$ cat src/verilog/cst_defines.svh
// Opcode patterns, field positions and widths for the swap/table/xor execution unit
`ifndef CST_DEFINES_SVH
`define CST_DEFINES_SVH

// ==========================================================================
// Instruction word layout
`define CST_OP_W          14
`define CST_DST_BIT       7
`define CST_FADDR_HI      6
`define CST_IMM_HI        7
`define CST_OP_TOP_HI     13
`define CST_OP_TOP_LO     8
`define CST_OP6_NIBBLE    6'h0e
`define CST_OP6_XOR_REG   6'h06
`define CST_OP6_XOR_IMM   6'h1f
`define CST_OP7_ZERO_TEST 7'h11
`define CST_OP_TAB_HI     14'h0058
`define CST_OP_TAB_LO     14'h0050

// ==========================================================================
// Reset values
`define CST_ACC_RST       8'h00
`define CST_ZERO_RST      1'b0
`define CST_WADDR_RST     7'h00
`define CST_WDATA_RST     8'h00

`endif

$ cat src/verilog/cst_pkg.sv
// Types shared by the swap/table/xor execution unit
package cst_pkg;
    // ======================================================================
    // Sequencer states
    typedef enum logic [0:0] {
        CST_EXEC  = 1'b0,
        CST_TABLE = 1'b1
    } cst_state_t;
endpackage : cst_pkg

$ cat src/verilog/cst_core.sv
// Execution unit for nibble exchange, table reads, zero test and XOR
`timescale 1ns/10ps
`include "cst_defines.svh"

module cst_core
    import cst_pkg::*;
#(
    parameter int PW = `CST_OP_W,   // Program word width
    parameter int AW = 12           // Program address width
) (
    input  wire logic              clock_in,
    input  wire logic              sys_rst_in,
    input  wire logic              instr_valid_in,
    input  wire logic [13:0]       instr_in,
    input  wire logic [7:0]        file_rdata_in,
    input  wire logic [7:0]        table_pointer_high_in,
    input  wire logic [7:0]        indirect_select_reg_in,
    input  wire logic [PW-1:0]     prog_rdata_in,
    output logic                   busy_out,
    output logic [7:0]             acc_out,
    output logic                   zero_flag_out,
    output logic                   file_we_out,
    output logic [6:0]             file_waddr_out,
    output logic [7:0]             file_wdata_out,
    output logic                   prog_re_out,
    output logic [AW-1:0]          prog_addr_out
);

    // ======================================================================
    // State
    typedef struct packed {
        cst_state_t    state;
        logic          upper;
        logic [7:0]    acc;
        logic          zero;
        logic          we;
        logic [6:0]    waddr;
        logic [7:0]    wdata;
        logic          pre;
        logic [AW-1:0] paddr;
    } cst_regs_t;

    cst_regs_t st_r;
    cst_regs_t st_nxt;

    // Decoded instruction fields and the shared one-cycle result
    logic [5:0]  op6;
    logic [6:0]  op7;
    logic        dst;
    logic [6:0]  fa;
    logic [7:0]  imm;
    logic [15:0] wide;
    logic [7:0]  res;

    // Field slices; the two table ops are matched on the whole word instead
    assign op6  = instr_in[`CST_OP_TOP_HI:`CST_OP_TOP_LO];
    assign op7  = instr_in[`CST_OP_TOP_HI:`CST_DST_BIT];
    assign dst  = instr_in[`CST_DST_BIT];
    assign fa   = instr_in[`CST_FADDR_HI:0];
    assign imm  = instr_in[`CST_IMM_HI:0];
    // Unused upper bits of a short program word read as zero
    assign wide = 16'(prog_rdata_in);

    // ======================================================================
    // Next state; the table read parks the sequencer for a second cycle
    always_comb begin
        st_nxt     = st_r;
        st_nxt.we  = 1'b0;
        st_nxt.pre = 1'b0;
        res        = 8'h00;
        unique case (st_r.state)
            CST_EXEC: begin
                if (instr_valid_in) begin
                    // Unknown words fall through every branch and change nothing
                    if (op6 == `CST_OP6_NIBBLE) begin
                        res = {file_rdata_in[3:0], file_rdata_in[7:4]};
                    end else if (op6 == `CST_OP6_XOR_REG) begin
                        res = st_r.acc ^ file_rdata_in;
                        st_nxt.zero = (res == 8'h00);
                    end
                    // Both register-result ops share the destination select
                    if (op6 == `CST_OP6_NIBBLE || op6 == `CST_OP6_XOR_REG) begin
                        if (dst) begin
                            st_nxt.we    = 1'b1;
                            st_nxt.waddr = fa;
                            st_nxt.wdata = res;
                        end else begin
                            st_nxt.acc = res;
                        end
                    end else if (op6 == `CST_OP6_XOR_IMM) begin
                        st_nxt.acc  = st_r.acc ^ imm;
                        st_nxt.zero = ((st_r.acc ^ imm) == 8'h00);
                    end else if (op7 == `CST_OP7_ZERO_TEST) begin
                        // Register itself is only read, never written back
                        st_nxt.zero = (file_rdata_in == 8'h00);
                    end else if (instr_in == `CST_OP_TAB_HI ||
                                 instr_in == `CST_OP_TAB_LO) begin
                        // Pointer latched now; a later pointer change cannot tear it
                        st_nxt.state = CST_TABLE;
                        st_nxt.upper = (instr_in == `CST_OP_TAB_HI);
                        st_nxt.pre   = 1'b1;
                        st_nxt.paddr = AW'({table_pointer_high_in,
                                            indirect_select_reg_in});
                    end
                end
            end
            CST_TABLE: begin
                // Anything offered now is dropped, not queued; callers wait out busy
                // Second cycle: memory data is back, flags are left alone
                st_nxt.state = CST_EXEC;
                st_nxt.acc   = st_r.upper ? wide[15:8]
                                          : wide[7:0];
            end
        endcase
    end

    // ======================================================================
    // Register the whole state
    always_ff @(posedge clock_in) begin
        if (sys_rst_in) begin
            st_r <= '{state: CST_EXEC, upper: 1'b0, acc: `CST_ACC_RST,
                      zero: `CST_ZERO_RST, we: 1'b0, waddr: `CST_WADDR_RST,
                      wdata: `CST_WDATA_RST, pre: 1'b0, paddr: '0};
        end else begin
            st_r <= st_nxt;
        end
    end

    // Outputs are register fields, no gates after the flops
    assign busy_out       = (st_r.state == CST_TABLE);
    assign acc_out        = st_r.acc;
    assign zero_flag_out  = st_r.zero;
    assign file_we_out    = st_r.we;
    assign file_waddr_out = st_r.waddr;
    assign file_wdata_out = st_r.wdata;
    assign prog_re_out    = st_r.pre;
    assign prog_addr_out  = st_r.paddr;

    // ======================================================================
    // Checks
    // One-cycle operations (result, destination, flags) and table-read byte, pointer and timing
    nibble_swap_a: assert property (@(posedge clock_in) disable iff (sys_rst_in)
        (!busy_out && instr_valid_in && op6 == `CST_OP6_NIBBLE && !dst)
        |=> acc_out == {$past(file_rdata_in[3:0]), $past(file_rdata_in[7:4])}
            && $stable(zero_flag_out))
        else $error("nibble exchange wrong");
    dest_write_a: assert property (@(posedge clock_in) disable iff (sys_rst_in)
        (!busy_out && instr_valid_in && op6 == `CST_OP6_XOR_REG && dst)
        |=> file_we_out && file_waddr_out == $past(fa) && $stable(acc_out))
        else $error("destination write wrong");
    table_upper_a: assert property (@(posedge clock_in) disable iff (sys_rst_in)
        (!busy_out && instr_valid_in && instr_in == `CST_OP_TAB_HI)
        |=> ##1 acc_out == $past(wide[15:8]))
        else $error("upper table byte wrong");
    table_lower_a: assert property (@(posedge clock_in) disable iff (sys_rst_in)
        (!busy_out && instr_valid_in && instr_in == `CST_OP_TAB_LO)
        |=> ##1 acc_out == $past(wide[7:0]))
        else $error("lower table byte wrong");
    table_addr_a: assert property (@(posedge clock_in) disable iff (sys_rst_in)
        (!busy_out && instr_valid_in && instr_in == `CST_OP_TAB_LO)
        |=> prog_re_out && prog_addr_out ==
            AW'({$past(table_pointer_high_in), $past(indirect_select_reg_in)}))
        else $error("table pointer wrong");
    table_cycles_a: assert property (@(posedge clock_in) disable iff (sys_rst_in)
        (!busy_out && instr_valid_in && instr_in == `CST_OP_TAB_HI)
        |=> busy_out ##1 (!busy_out && $stable(zero_flag_out)))
        else $error("table read timing wrong");
    zero_test_a: assert property (@(posedge clock_in) disable iff (sys_rst_in)
        (!busy_out && instr_valid_in && op7 == `CST_OP7_ZERO_TEST)
        |=> zero_flag_out == ($past(file_rdata_in) == 8'h00) && !file_we_out)
        else $error("zero test wrong");
    xor_imm_a: assert property (@(posedge clock_in) disable iff (sys_rst_in)
        (!busy_out && instr_valid_in && op6 == `CST_OP6_XOR_IMM)
        |=> acc_out == ($past(acc_out) ^ $past(imm)) && zero_flag_out == (acc_out == 8'h00))
        else $error("xor immediate wrong");
    xor_reg_a: assert property (@(posedge clock_in) disable iff (sys_rst_in)
        (!busy_out && instr_valid_in && op6 == `CST_OP6_XOR_REG && dst)
        |=> file_wdata_out == ($past(acc_out) ^ $past(file_rdata_in))
            && zero_flag_out == (file_wdata_out == 8'h00))
        else $error("xor register wrong");
    nibble_dest_a: assert property (@(posedge clock_in) disable iff (sys_rst_in)
        (!busy_out && instr_valid_in && op6 == `CST_OP6_NIBBLE && dst)
        |=> file_we_out && file_waddr_out == $past(fa) && $stable(acc_out)
            && file_wdata_out == {$past(file_rdata_in[3:0]), $past(file_rdata_in[7:4])}
            && $stable(zero_flag_out))
        else $error("nibble exchange write wrong");
    xor_acc_a: assert property (@(posedge clock_in) disable iff (sys_rst_in)
        (!busy_out && instr_valid_in && op6 == `CST_OP6_XOR_REG && !dst)
        |=> acc_out == ($past(acc_out) ^ $past(file_rdata_in)) && !file_we_out
            && zero_flag_out == (acc_out == 8'h00))
        else $error("xor into accumulator wrong");
    xor_imm_only_a: assert property (@(posedge clock_in) disable iff (sys_rst_in)
        (!busy_out && instr_valid_in && op6 == `CST_OP6_XOR_IMM)
        |=> !file_we_out && !prog_re_out && !busy_out)
        else $error("xor immediate touched more than accumulator");
    zero_keep_a: assert property (@(posedge clock_in) disable iff (sys_rst_in)
        (!busy_out && instr_valid_in && op7 == `CST_OP7_ZERO_TEST)
        |=> $stable(acc_out) && !prog_re_out)
        else $error("zero test touched accumulator");

    // Table reads and the busy cycle in between
    table_fill_a: assert property (@(posedge clock_in) disable iff (sys_rst_in)
        (!busy_out && instr_valid_in && instr_in == `CST_OP_TAB_HI)
        |=> ##1 ({acc_out, 8'h00} >> PW) == 16'h0000)
        else $error("unused table bits not zero");
    table_lo_cycles_a: assert property (@(posedge clock_in) disable iff (sys_rst_in)
        (!busy_out && instr_valid_in && instr_in == `CST_OP_TAB_LO)
        |=> busy_out ##1 (!busy_out && $stable(zero_flag_out)))
        else $error("lower table read timing wrong");
    busy_hold_a: assert property (@(posedge clock_in) disable iff (sys_rst_in)
        busy_out |=> !busy_out && !file_we_out && !prog_re_out && $stable(zero_flag_out))
        else $error("busy cycle not quiet");

endmodule : cst_core

$ cat config.mk
export PLATFORM = sky130hd
export DESIGN_NAME = cst_core
export DESIGN_NICKNAME = d
export VERILOG_FILES = /design/src/verilog/cst_pkg.sv /design/src/verilog/cst_core.sv
export VERILOG_INCLUDE_DIRS = /design/src /design/src/verilog
export SDC_FILE = /design/constraint.sdc
export NUM_CORES = 1
export LEC_CHECK = 0
export ABC_AREA = 1
export BUFFER_PORTS_ARGS = -buffer_cell sky130_fd_sc_hd__buf_2
export CAP_MARGIN = 20
export CORE_MARGIN = 2
export CORE_UTILIZATION = 30
export CTS_BUF_LIST = sky130_fd_sc_hd__clkbuf_8
export DETAILED_ROUTE_END_ITERATION = 12
export GPL_TIMING_DRIVEN = 0
export HOLD_SLACK_MARGIN = 0.06
export SYNTH_ARGS = -nofsm -noshare
export SYNTH_HDL_FRONTEND = slang
export SYNTH_SLANG_ARGS = --single-unit
$ cat constraint.sdc
create_clock -name clock_in -period 3.13 [get_ports clock_in]
set_clock_uncertainty 0.15 [all_clocks]
set_input_delay 0.313 -clock clock_in [delete_from_list [all_inputs] [get_ports clock_in]]
set_output_delay 0.313 -clock clock_in [all_outputs]
set_load 0.02 [all_outputs]
==> results.cfg, run 1 <==
[outcome]
status = finished, final reports clean

[sta]
slew_violations = 0
fin_crit_ps = 1770
setup-violations-final = 0
hold_viol = 0
finalWorstSetupSlack_ps = 1360
grt_setup_unrepaired = no
fin_crit_sh = 0.5655
tightest_slew_ps = 448.7
tns_ps = 0
fmax_mhz = 564.9
max_slew_margin = 0.7009

[logic_synthesis]
yosys-top-cells-area = dfxtp_1 (31%), nor2_1 (11%), buf_4 (11%)
synth_top_area_frac = 0.3075
yosysWarnings = 0
ys.flop_type = dfxtp_1
avgSynthCellArea_sq_um = 6.284
async_flop_share = 0
seq_area_frac_synth = 0.3075
yosys_register_bits = 39
synth_edf_count = 0
synthCells = 404
synth_fp_nets = 459
ys_types = 24
synth_largest_area_cell = dfxtp_1
syn-cell-area_sq_um = 2539

[die]
rows = 33
die_area_sq_um = 9214
ioPinCount = 94
start_util = 0.3090
die_h_um = 95.99
fp.dieW_um = 95.99
design.core.area_sq_um = 8217

[cts]
cts_tree = done
insertion_delay_ps = 290
htreeDepth = 2
cts_sinks = 39
holdBufCountCts = 0
numCtsBuffers = 5
clkTransAtPathRegs_ps = 80
clock_path_buffers = 2
cts-root-buf = clkbuf_8
cts_setup_buffers = 0
cts_resized = 0

[pwr]
ir_drop_v = 0.0001423
power_density_nw_per_um2 = 306.8
p_leak_nw = 1.767

[cells_and_area]
fill_cells = 921
regArea_sq_um = 780.7
final_layout_size_suffix_gt1_frac = 0.2980
multi_input_area_sq_um = 1230
diodes = 0
final_cells = 605
fin_nets = 554
syn_to_final_growth_pct = 25.87

[routing]
viasPerCell = 4.451
drcViolationCount = 0
final_antenna_net_count = 0
wl_mm = 7.180
firstDrtPassIters = 4
drtIter0Drc = 103
num_vias = 2693
wl_per_cell_um = 11.87

[global_routing]
grt_max_degree = 13
grt_pass1_wl_mm = 11.40
antenna_found_initial = 0
gr-usage-all-layers = 0.1603
grt.overflow.total = 0
grt_pass1_vias = 2431

[min_path]
min_path_type = in -> reg

[critical_path]
worst_ep_required_time_ps = 3170
cp_max_fo = 10
worst_setup_path_start_kind = flip-flop
arrival_ps = 1810
end_kind = flip-flop
path_class = reg -> reg

[placed_design]
pre_cts_slack_ps = 1152
gp_congestion = 0.8758
io_buffers = 88
dp_cells = 597
dp_hpwl_mm = 5.915

[job]
maxCapViolations = 0
[worst paths after layout]
path                            end                 startpoint  slack (ps)  cells after the start
setup / recovery  file_wdata_out[5]                   busy_out        1360                      6
hold / removal     prog_addr_out[7]  indirect_select_reg_in[7]          90                      3
setup reg to reg  file_wdata_out[5]                   busy_out        1360                      6
hold reg to reg   file_waddr_out[6]          file_waddr_out[6]         330                      2
[cells in the mapped netlist, types with 2 or more instances]
master	n
nor2_1	75
nand2_1	72
o21ai_0	54
inv_1	51
dfxtp_1	39
buf_4	37
nand3_1	16
a21oi_1	11
o211ai_1	8
xnor2_1	7
clkbuf_1	6
nor2_2	6
buf_2	5
o21ai_1	3
nand3_2	2
nand4_1	2
nor3_1	2
nor4_1	2
[layout by cell type (no fill, tap or decap)]
cell / instances
clkbuf_1: 6
buf_2: 93
o211ai_1: 8
nand4_1: 2
nor2_1: 75
and3_1: 1
nor3_4: 1
nor2_2: 6
clkinv_2: 1
nand2b_1: 1
nand3_2: 2
o21ai_0: 54
inv_1: 52
buf_6: 1
dfxtp_1: 39
nand3_1: 16
clkinvlp_4: 1
o21ai_1: 3
nor4_1: 2
clkbuf_8: 5
nand2_1: 72
a21oi_1: 11
nor3_1: 2
nand2_2: 1
a21oi_2: 1
xnor2_1: 7
buf_4: 37
[power by group]
part	switching [mW]	internal, mW	total [mW]
registers	0.00428	0.499	0.504
clock network	0.183	0.153	0.335
logic	0.0826	0.0587	0.141
total	0.270	0.711	0.980
[routing by layer]
metal  up-vias  GRT usage  share of wire
met5         -          0              0
met4         0    0.04881          0.015
met3        10    0.02662          0.059
met2        72     0.2697           0.46
met1      1185     0.2091           0.47
li1       1426          -              -
[registers in the layout (all words and copies together), names as in the netlist]
name	flops
zero_flag_out	1
file_wdata_out	8
file_we_out	1
busy_out	1
acc_out	8
prog_addr_out	12
file_waddr_out	7
st_r	1
[cell families (layout without fill, tap and decap cells)]
family,count (synthesis),after routing,synth area share
simple gates,181,181,0.2992
compound gates,77,77,0.1612
flops,39,39,0.3075
xor+xnor,7,7,0.02415
buf+inv,100,196,0.2080
[through the flow]
stage                     power (mW)    util  instance area [sq um]  hold WS [ps]
final                         0.9803  0.3889                   3196         89.58
after detailed placement      0.6567  0.3786                   3110         315.3
after global routing           1.033  0.3889                   3196         89.92
after global placement        0.6554  0.3786                   3110         308.6
after floorplan               0.5942       -                   2539         232.1
after CTS                     0.9916  0.3889                   3196         87.22
[layout make-up]
| type | instances | share of cell area |
|---|---|---|
| clock inverter | 3 | 0.005090 |
| inverter | 51 | 0.05991 |
| multi-input combinational | 265 | 0.3849 |
| tap | 105 | 0.04111 |
| sequential | 39 | 0.2443 |
| timing repair buffer | 88 | 0.1378 |
| buffer | 49 | 0.1053 |
| clock buffer | 5 | 0.02153 |
[critical path, cell delays in order (launching register included)]
cell and delay, ps:
dfxtp_1 340, buf_2 190, nor2_2 380, nand2_1 120, clkbuf_1 240, nor2_1 190, nor2_1 60
(Power assumes the default switching activity.)
==> inputs of run 2 (changes only) <==
==> constraint.sdc (replaced) <==
create_clock -name clock_in -period 1.4 [get_ports clock_in]
set_clock_uncertainty 0.15 [all_clocks]
set_input_delay 0.14 -clock clock_in [delete_from_list [all_inputs] [get_ports clock_in]]
set_output_delay 0.14 -clock clock_in [all_outputs]
set_load 0.02 [all_outputs]
==> run 2 against run 1 <==
Wire length rose by 5.9%. Final area rose by 17%. Worst hold slack got worse by 5.2 ps. Utilization rose by 6.5 points. Via count rose by 5.2%. First-iteration DRC count rose by 18%. Highest routed layer unchanged.
==> results.cfg, run 2 (same netlist as run 1, synthesis figures left out) <==
[die]
rows = 33
ioPinCount = 94
start_util = 0.3090
die_h_um = 95.99
die_area_sq_um = 9214
fp.dieW_um = 95.99
design.core.area_sq_um = 8217

[sta]
hold_viol = 0
slew_violations = 0
fin_crit_ps = 1398
max_slew_margin = 0.7420
tightest_slew_ps = 387.1
setup-violations-final = 0
fmax_mhz = 715.3
grt_setup_unrepaired = yes
fin_crit_sh = 0.9987
tns_ps = 0

[min_path]
worstHoldStart = prog_rdata_in[6]
min_path_type = in -> reg

[cts]
clkTransAtPathRegs_ps = 80
clock_path_buffers = 2
cts_sinks = 39
cts_tree = done
cts-root-buf = clkbuf_8
htreeDepth = 2
insertion_delay_ps = 290
numCtsBuffers = 5

[cells_and_area]
fill_cells = 886
final_util = 0.4536
most-common-layout-cells = buf_2 (88), nand2_1 (69), nor2_1 (61)
final_layout_size_suffix_gt1_frac = 0.3797
multi_input_area_sq_um = 1363
diodes = 0
largest_reg_flops = 12
regArea_sq_um = 808.3
layout_commonest_cell = buf_2
final_cells = 637
fin_nets = 586
syn_to_final_growth_pct = 46.82

[critical_path]
arrival_ps = 1440
cp_max_fo = 5
reg2reg_from = busy_out
cp-startpoint = busy_out
worst_ep_required_time_ps = 1450
path_class = reg -> reg
end_kind = flip-flop
worst_setup_path_start_kind = flip-flop

[global_routing]
grt_pass1_wl_mm = 11.90
antenna_found_initial = 0
grt_max_degree = 14
grt_pass1_vias = 2556
gr-usage-all-layers = 0.1654
grt.overflow.total = 0

[placed_design]
io_buffers = 88
dp_hpwl_mm = 5.853
gp_congestion = 0.8423
dp_cells = 597

[pwr]
pwr-share-clk = 0.385
swShare = 0.2576
p_int_mw = 1.824
p_leak_nw = 1.972
switching_power_mw = 0.6329
seqPwrFrac = 0.455
pwr-share-comb = 0.160
power.total_mw = 2.457
ir_drop_v = 0.0004440
power_density_nw_per_um2 = 659.2

[routing]
viasPerCell = 4.446
firstDrtPassIters = 4
wl_per_cell_um = 11.94
num_vias = 2832
drcViolationCount = 0
final_antenna_net_count = 0
drtIter0Drc = 122
wl_mm = 7.603

[outcome]
status = finished, final reports clean

[job]
maxCapViolations = 0
## run 2: worst paths after layout
path | endpoint | slack, ps | cells past startpoint
worst max-delay path | prog_addr_out[5] | 2 | 8
worst min register to register | file_waddr_out[6] | 330 | 2
worst min-delay path | acc_out[6] | 80 | 5
worst max register to register | prog_addr_out[5] | 2 | 8
## run 2: repair_timing
action / 4_1_cts / 5_1_grt
cloned: 1 / 2
setup buffers: 6 / 1
pin swaps: 5 / 18
endpoints found under the setup margin: 39 / 39
resized for setup: 17 / 66
hold buffers: 22 / 0
endpoints found under the hold margin: 24 / 0
## run 2: area by class of cell
type                            instances  share of cell area
Multi-Input combinational cell        265              0.3656
Sequential cell                        39              0.2169
Timing Repair Buffer                  120              0.2014
Buffer                                 49             0.09936
Inverter                               51             0.05136
Tap cell                              105             0.03525
Clock buffer                            5             0.01846
Clock inverter                          3             0.01175
## run 2: routing by layer
metal	up-vias	track usage	routed length, um
li1	1502	-	-
met1	1246	0.2200	3388
met2	73	0.2726	3592
met3	11	0.03602	527
met4	0	0.03810	95
met5	-	0	0
## run 2: power by group through the flow
stage                     Clock, mW  Sequential (mW)  Combinational (mW)
after floorplan                   0             1.15               0.180
after global placement            0             1.15               0.314
after CTS                     0.959             1.13               0.373
final                         0.945             1.12               0.394
after global routing           1.03             1.12               0.438
after detailed placement          0             1.15               0.317
## run 2: worst max-delay path: stages, from the launching register on
cell	delay, ps
dfxtp_2	340
inv_2	60
nand2_2	60
nor2_4	130
nand4_1	130
buf_6	160
buf_6	130
nor2_1	80
nor2_1	50
## run 2: metrics by stage
step | area, sq um | setup WS (ps) | hold slack, ps
detailed placement | 3118 | -364.9 | 222.7
CTS | 3563 | 0.8198 | 68.55
global placement | 3118 | -364.0 | 218.6
global route | 3727 | -102.7 | 107.8
floorplan | 2546 | -3.609 | 54.97
finish | 3727 | 1.889 | 84.35
==> inputs of run 3 (changes only) <==
--- a/config.mk
+++ b/config.mk
@@ -7,7 +7,7 @@
 export NUM_CORES = 1
 export LEC_CHECK = 0
 export ABC_AREA = 1
-export BUFFER_PORTS_ARGS = -buffer_cell sky130_fd_sc_hd__buf_2
+export BUFFER_PORTS_ARGS = -buffer_cell sky130_fd_sc_hd__buf_4
 export CAP_MARGIN = 20
 export CORE_MARGIN = 2
 export CORE_UTILIZATION = 30
@@ -15,6 +15,7 @@
 export DETAILED_ROUTE_END_ITERATION = 12
 export GPL_TIMING_DRIVEN = 0
 export HOLD_SLACK_MARGIN = 0.06
+export MAX_ROUTING_LAYER = met4
 export SYNTH_ARGS = -nofsm -noshare
 export SYNTH_HDL_FRONTEND = slang
 export SYNTH_SLANG_ARGS = --single-unit
==> run 3 against run 2 <==
Clock power is 2% higher. Global-route usage is 1.8 points higher. The run now ends with negative setup slack left. Die area stayed put. Non-clock buffer count stayed put. Flip-flop and latch count stayed put. Final area is 6.7% higher. Final cell count stayed put. Worst hold slack worse by 9.2 ps. Total power is 3.0% higher. Sequential power hardly changed.
==> results.cfg, run 3 (same netlist as run 1, synthesis figures left out) <==
[cts]
cts-root-buf = clkbuf_8
numCtsBuffers = 5
cts_sinks = 39
clock_path_buffers = 2
clkTransAtPathRegs_ps = 80
insertion_delay_ps = 290
htreeDepth = 2
cts_tree = done

[placed_design]
dp_hpwl_mm = 5.970
io_buffers = 88
dp_cells = 597
pre_cts_slack_ps = -372.8
gp_congestion = 0.8841
placed_area_sq_um = 3338

[critical_path]
path_class = reg -> reg
worst_setup_path_start_kind = flip-flop
worst_ep_required_time_ps = 1440
end_kind = flip-flop
crit_end = prog_addr_out[5]
cp-startpoint = busy_out
arrival_ps = 1480
reg2reg_slack_ps = -40
reg2reg_from = busy_out
r2r_end = prog_addr_out[5]
cp_max_fo = 5
ff2ff_path_depth = 8

[cells_and_area]
fin_nets = 586
final_cells = 637
diodes = 0
most-common-layout-cells = buf_4 (130), nand2_1 (69), nor2_1 (62)
final_util = 0.4839
multi_input_area_sq_um = 1394
syn_to_final_growth_pct = 56.63
layout_commonest_cell = buf_4
largest_reg_flops = 12
regArea_sq_um = 798.3
final_layout_size_suffix_gt1_frac = 0.3835
postLayoutCellArea_sq_um = 3976
fill_cells = 824

[pwr]
power_density_nw_per_um2 = 636.2
p_leak_nw = 2.007
ir_drop_v = 0.0004051
power.total_mw = 2.530

[routing]
wl_mm = 8.135
num_vias = 2841
drtIter0Drc = 99
drcViolationCount = 0
viasPerCell = 4.460
firstDrtPassIters = 4
wl_per_cell_um = 12.77
final_antenna_net_count = 0

[global_routing]
gr-usage-all-layers = 0.1829
grt_busiest_layer = met2
grt_pass1_wl_mm = 12.69
grt_pass1_vias = 2683
grt_max_degree = 14
grt.overflow.total = 0
grt_use_met3 = 0.03289
grtUsageMet2 = 0.2946
met1_usage = 0.2355
antenna_found_initial = 0

[die]
ioPinCount = 94
rows = 33
start_util = 0.3090
die_area_sq_um = 9214
design.core.area_sq_um = 8217
fp.dieW_um = 95.99
die_h_um = 95.99

[sta]
grt_setup_unrepaired = yes
whs_ps = 75.10
tightest_slew_ps = 444.6
setup-violations-final = 12
slew_violations = 0
hold_viol = 0
finalWorstSetupSlack_ps = -37.23
fin_crit_ps = 1437
tns_ps = -208.2
fmax_mhz = 695.8
fin_crit_sh = 1.027
max_slew_margin = 0.7036

[outcome]
violations = negative setup slack
status = finished, violations left

[job]
maxCapViolations = 0

[min_path]
min_path_type = in -> reg
-- run 3: changes by cell type in the layout (fill, tap and decap cells not counted), sizes merged --
cell	previous run	this run
dlygate4sd3	22	23
buf	142	141
-- run 3: final cells by class --
class,count,share of cell area
clock inverters,3,0.01101
plain buffers,49,0.09251
well taps,105,0.03304
multi-input cells,265,0.3505
clock buffers,5,0.01731
inverters,51,0.04814
flip-flops and latches,39,0.2008
repair buffers,120,0.2467
-- run 3: where the power goes --
| group | total (mW) | switching (mW) | leakage [nW] | internal (mW) |
|---|---|---|---|---|
| clock | 0.960 | 0.429 | 0.0581 | 0.531 |
| combinational | 0.446 | 0.215 | 1.63 | 0.231 |
| sequential | 1.12 | 0.0105 | 0.320 | 1.11 |
-- run 3: timing repair --
action                     CTS  global route
resized for setup           16            75
buffers inserted             6             0
pin swaps                    5            17
hold endpoints to repair    25             0
setup endpoints to repair   39            38
hold buffers                23             0
cloned                       1             2
-- run 3: worst min path at each step --
stage                             end             start  depth (start not counted)
global placement             busy_out        sys_rst_in                          2
floorplan                    busy_out        sys_rst_in                          1
CTS                 file_waddr_out[2]        sys_rst_in                          4
detailed placement      zero_flag_out        sys_rst_in                          2
global route        file_waddr_out[4]        sys_rst_in                          4
finish                     acc_out[1]  prog_rdata_in[1]                          5
-- run 3: layer usage --
layer	share of wire	vias up
li1	-	1491
met1	0.45	1272
met2	0.48	68
met3	0.048	10
met4	0.020	0
met5	0	-
-- run 3: critical path, cell delays in order, from the launching register on --
cell and delay (ps):
dfxtp_2 340, inv_2 70, nand2_2 70, nor2_4 140
nand4_1 120, buf_6 160, buf_6 140, nor2_1 80
nor2_1 50
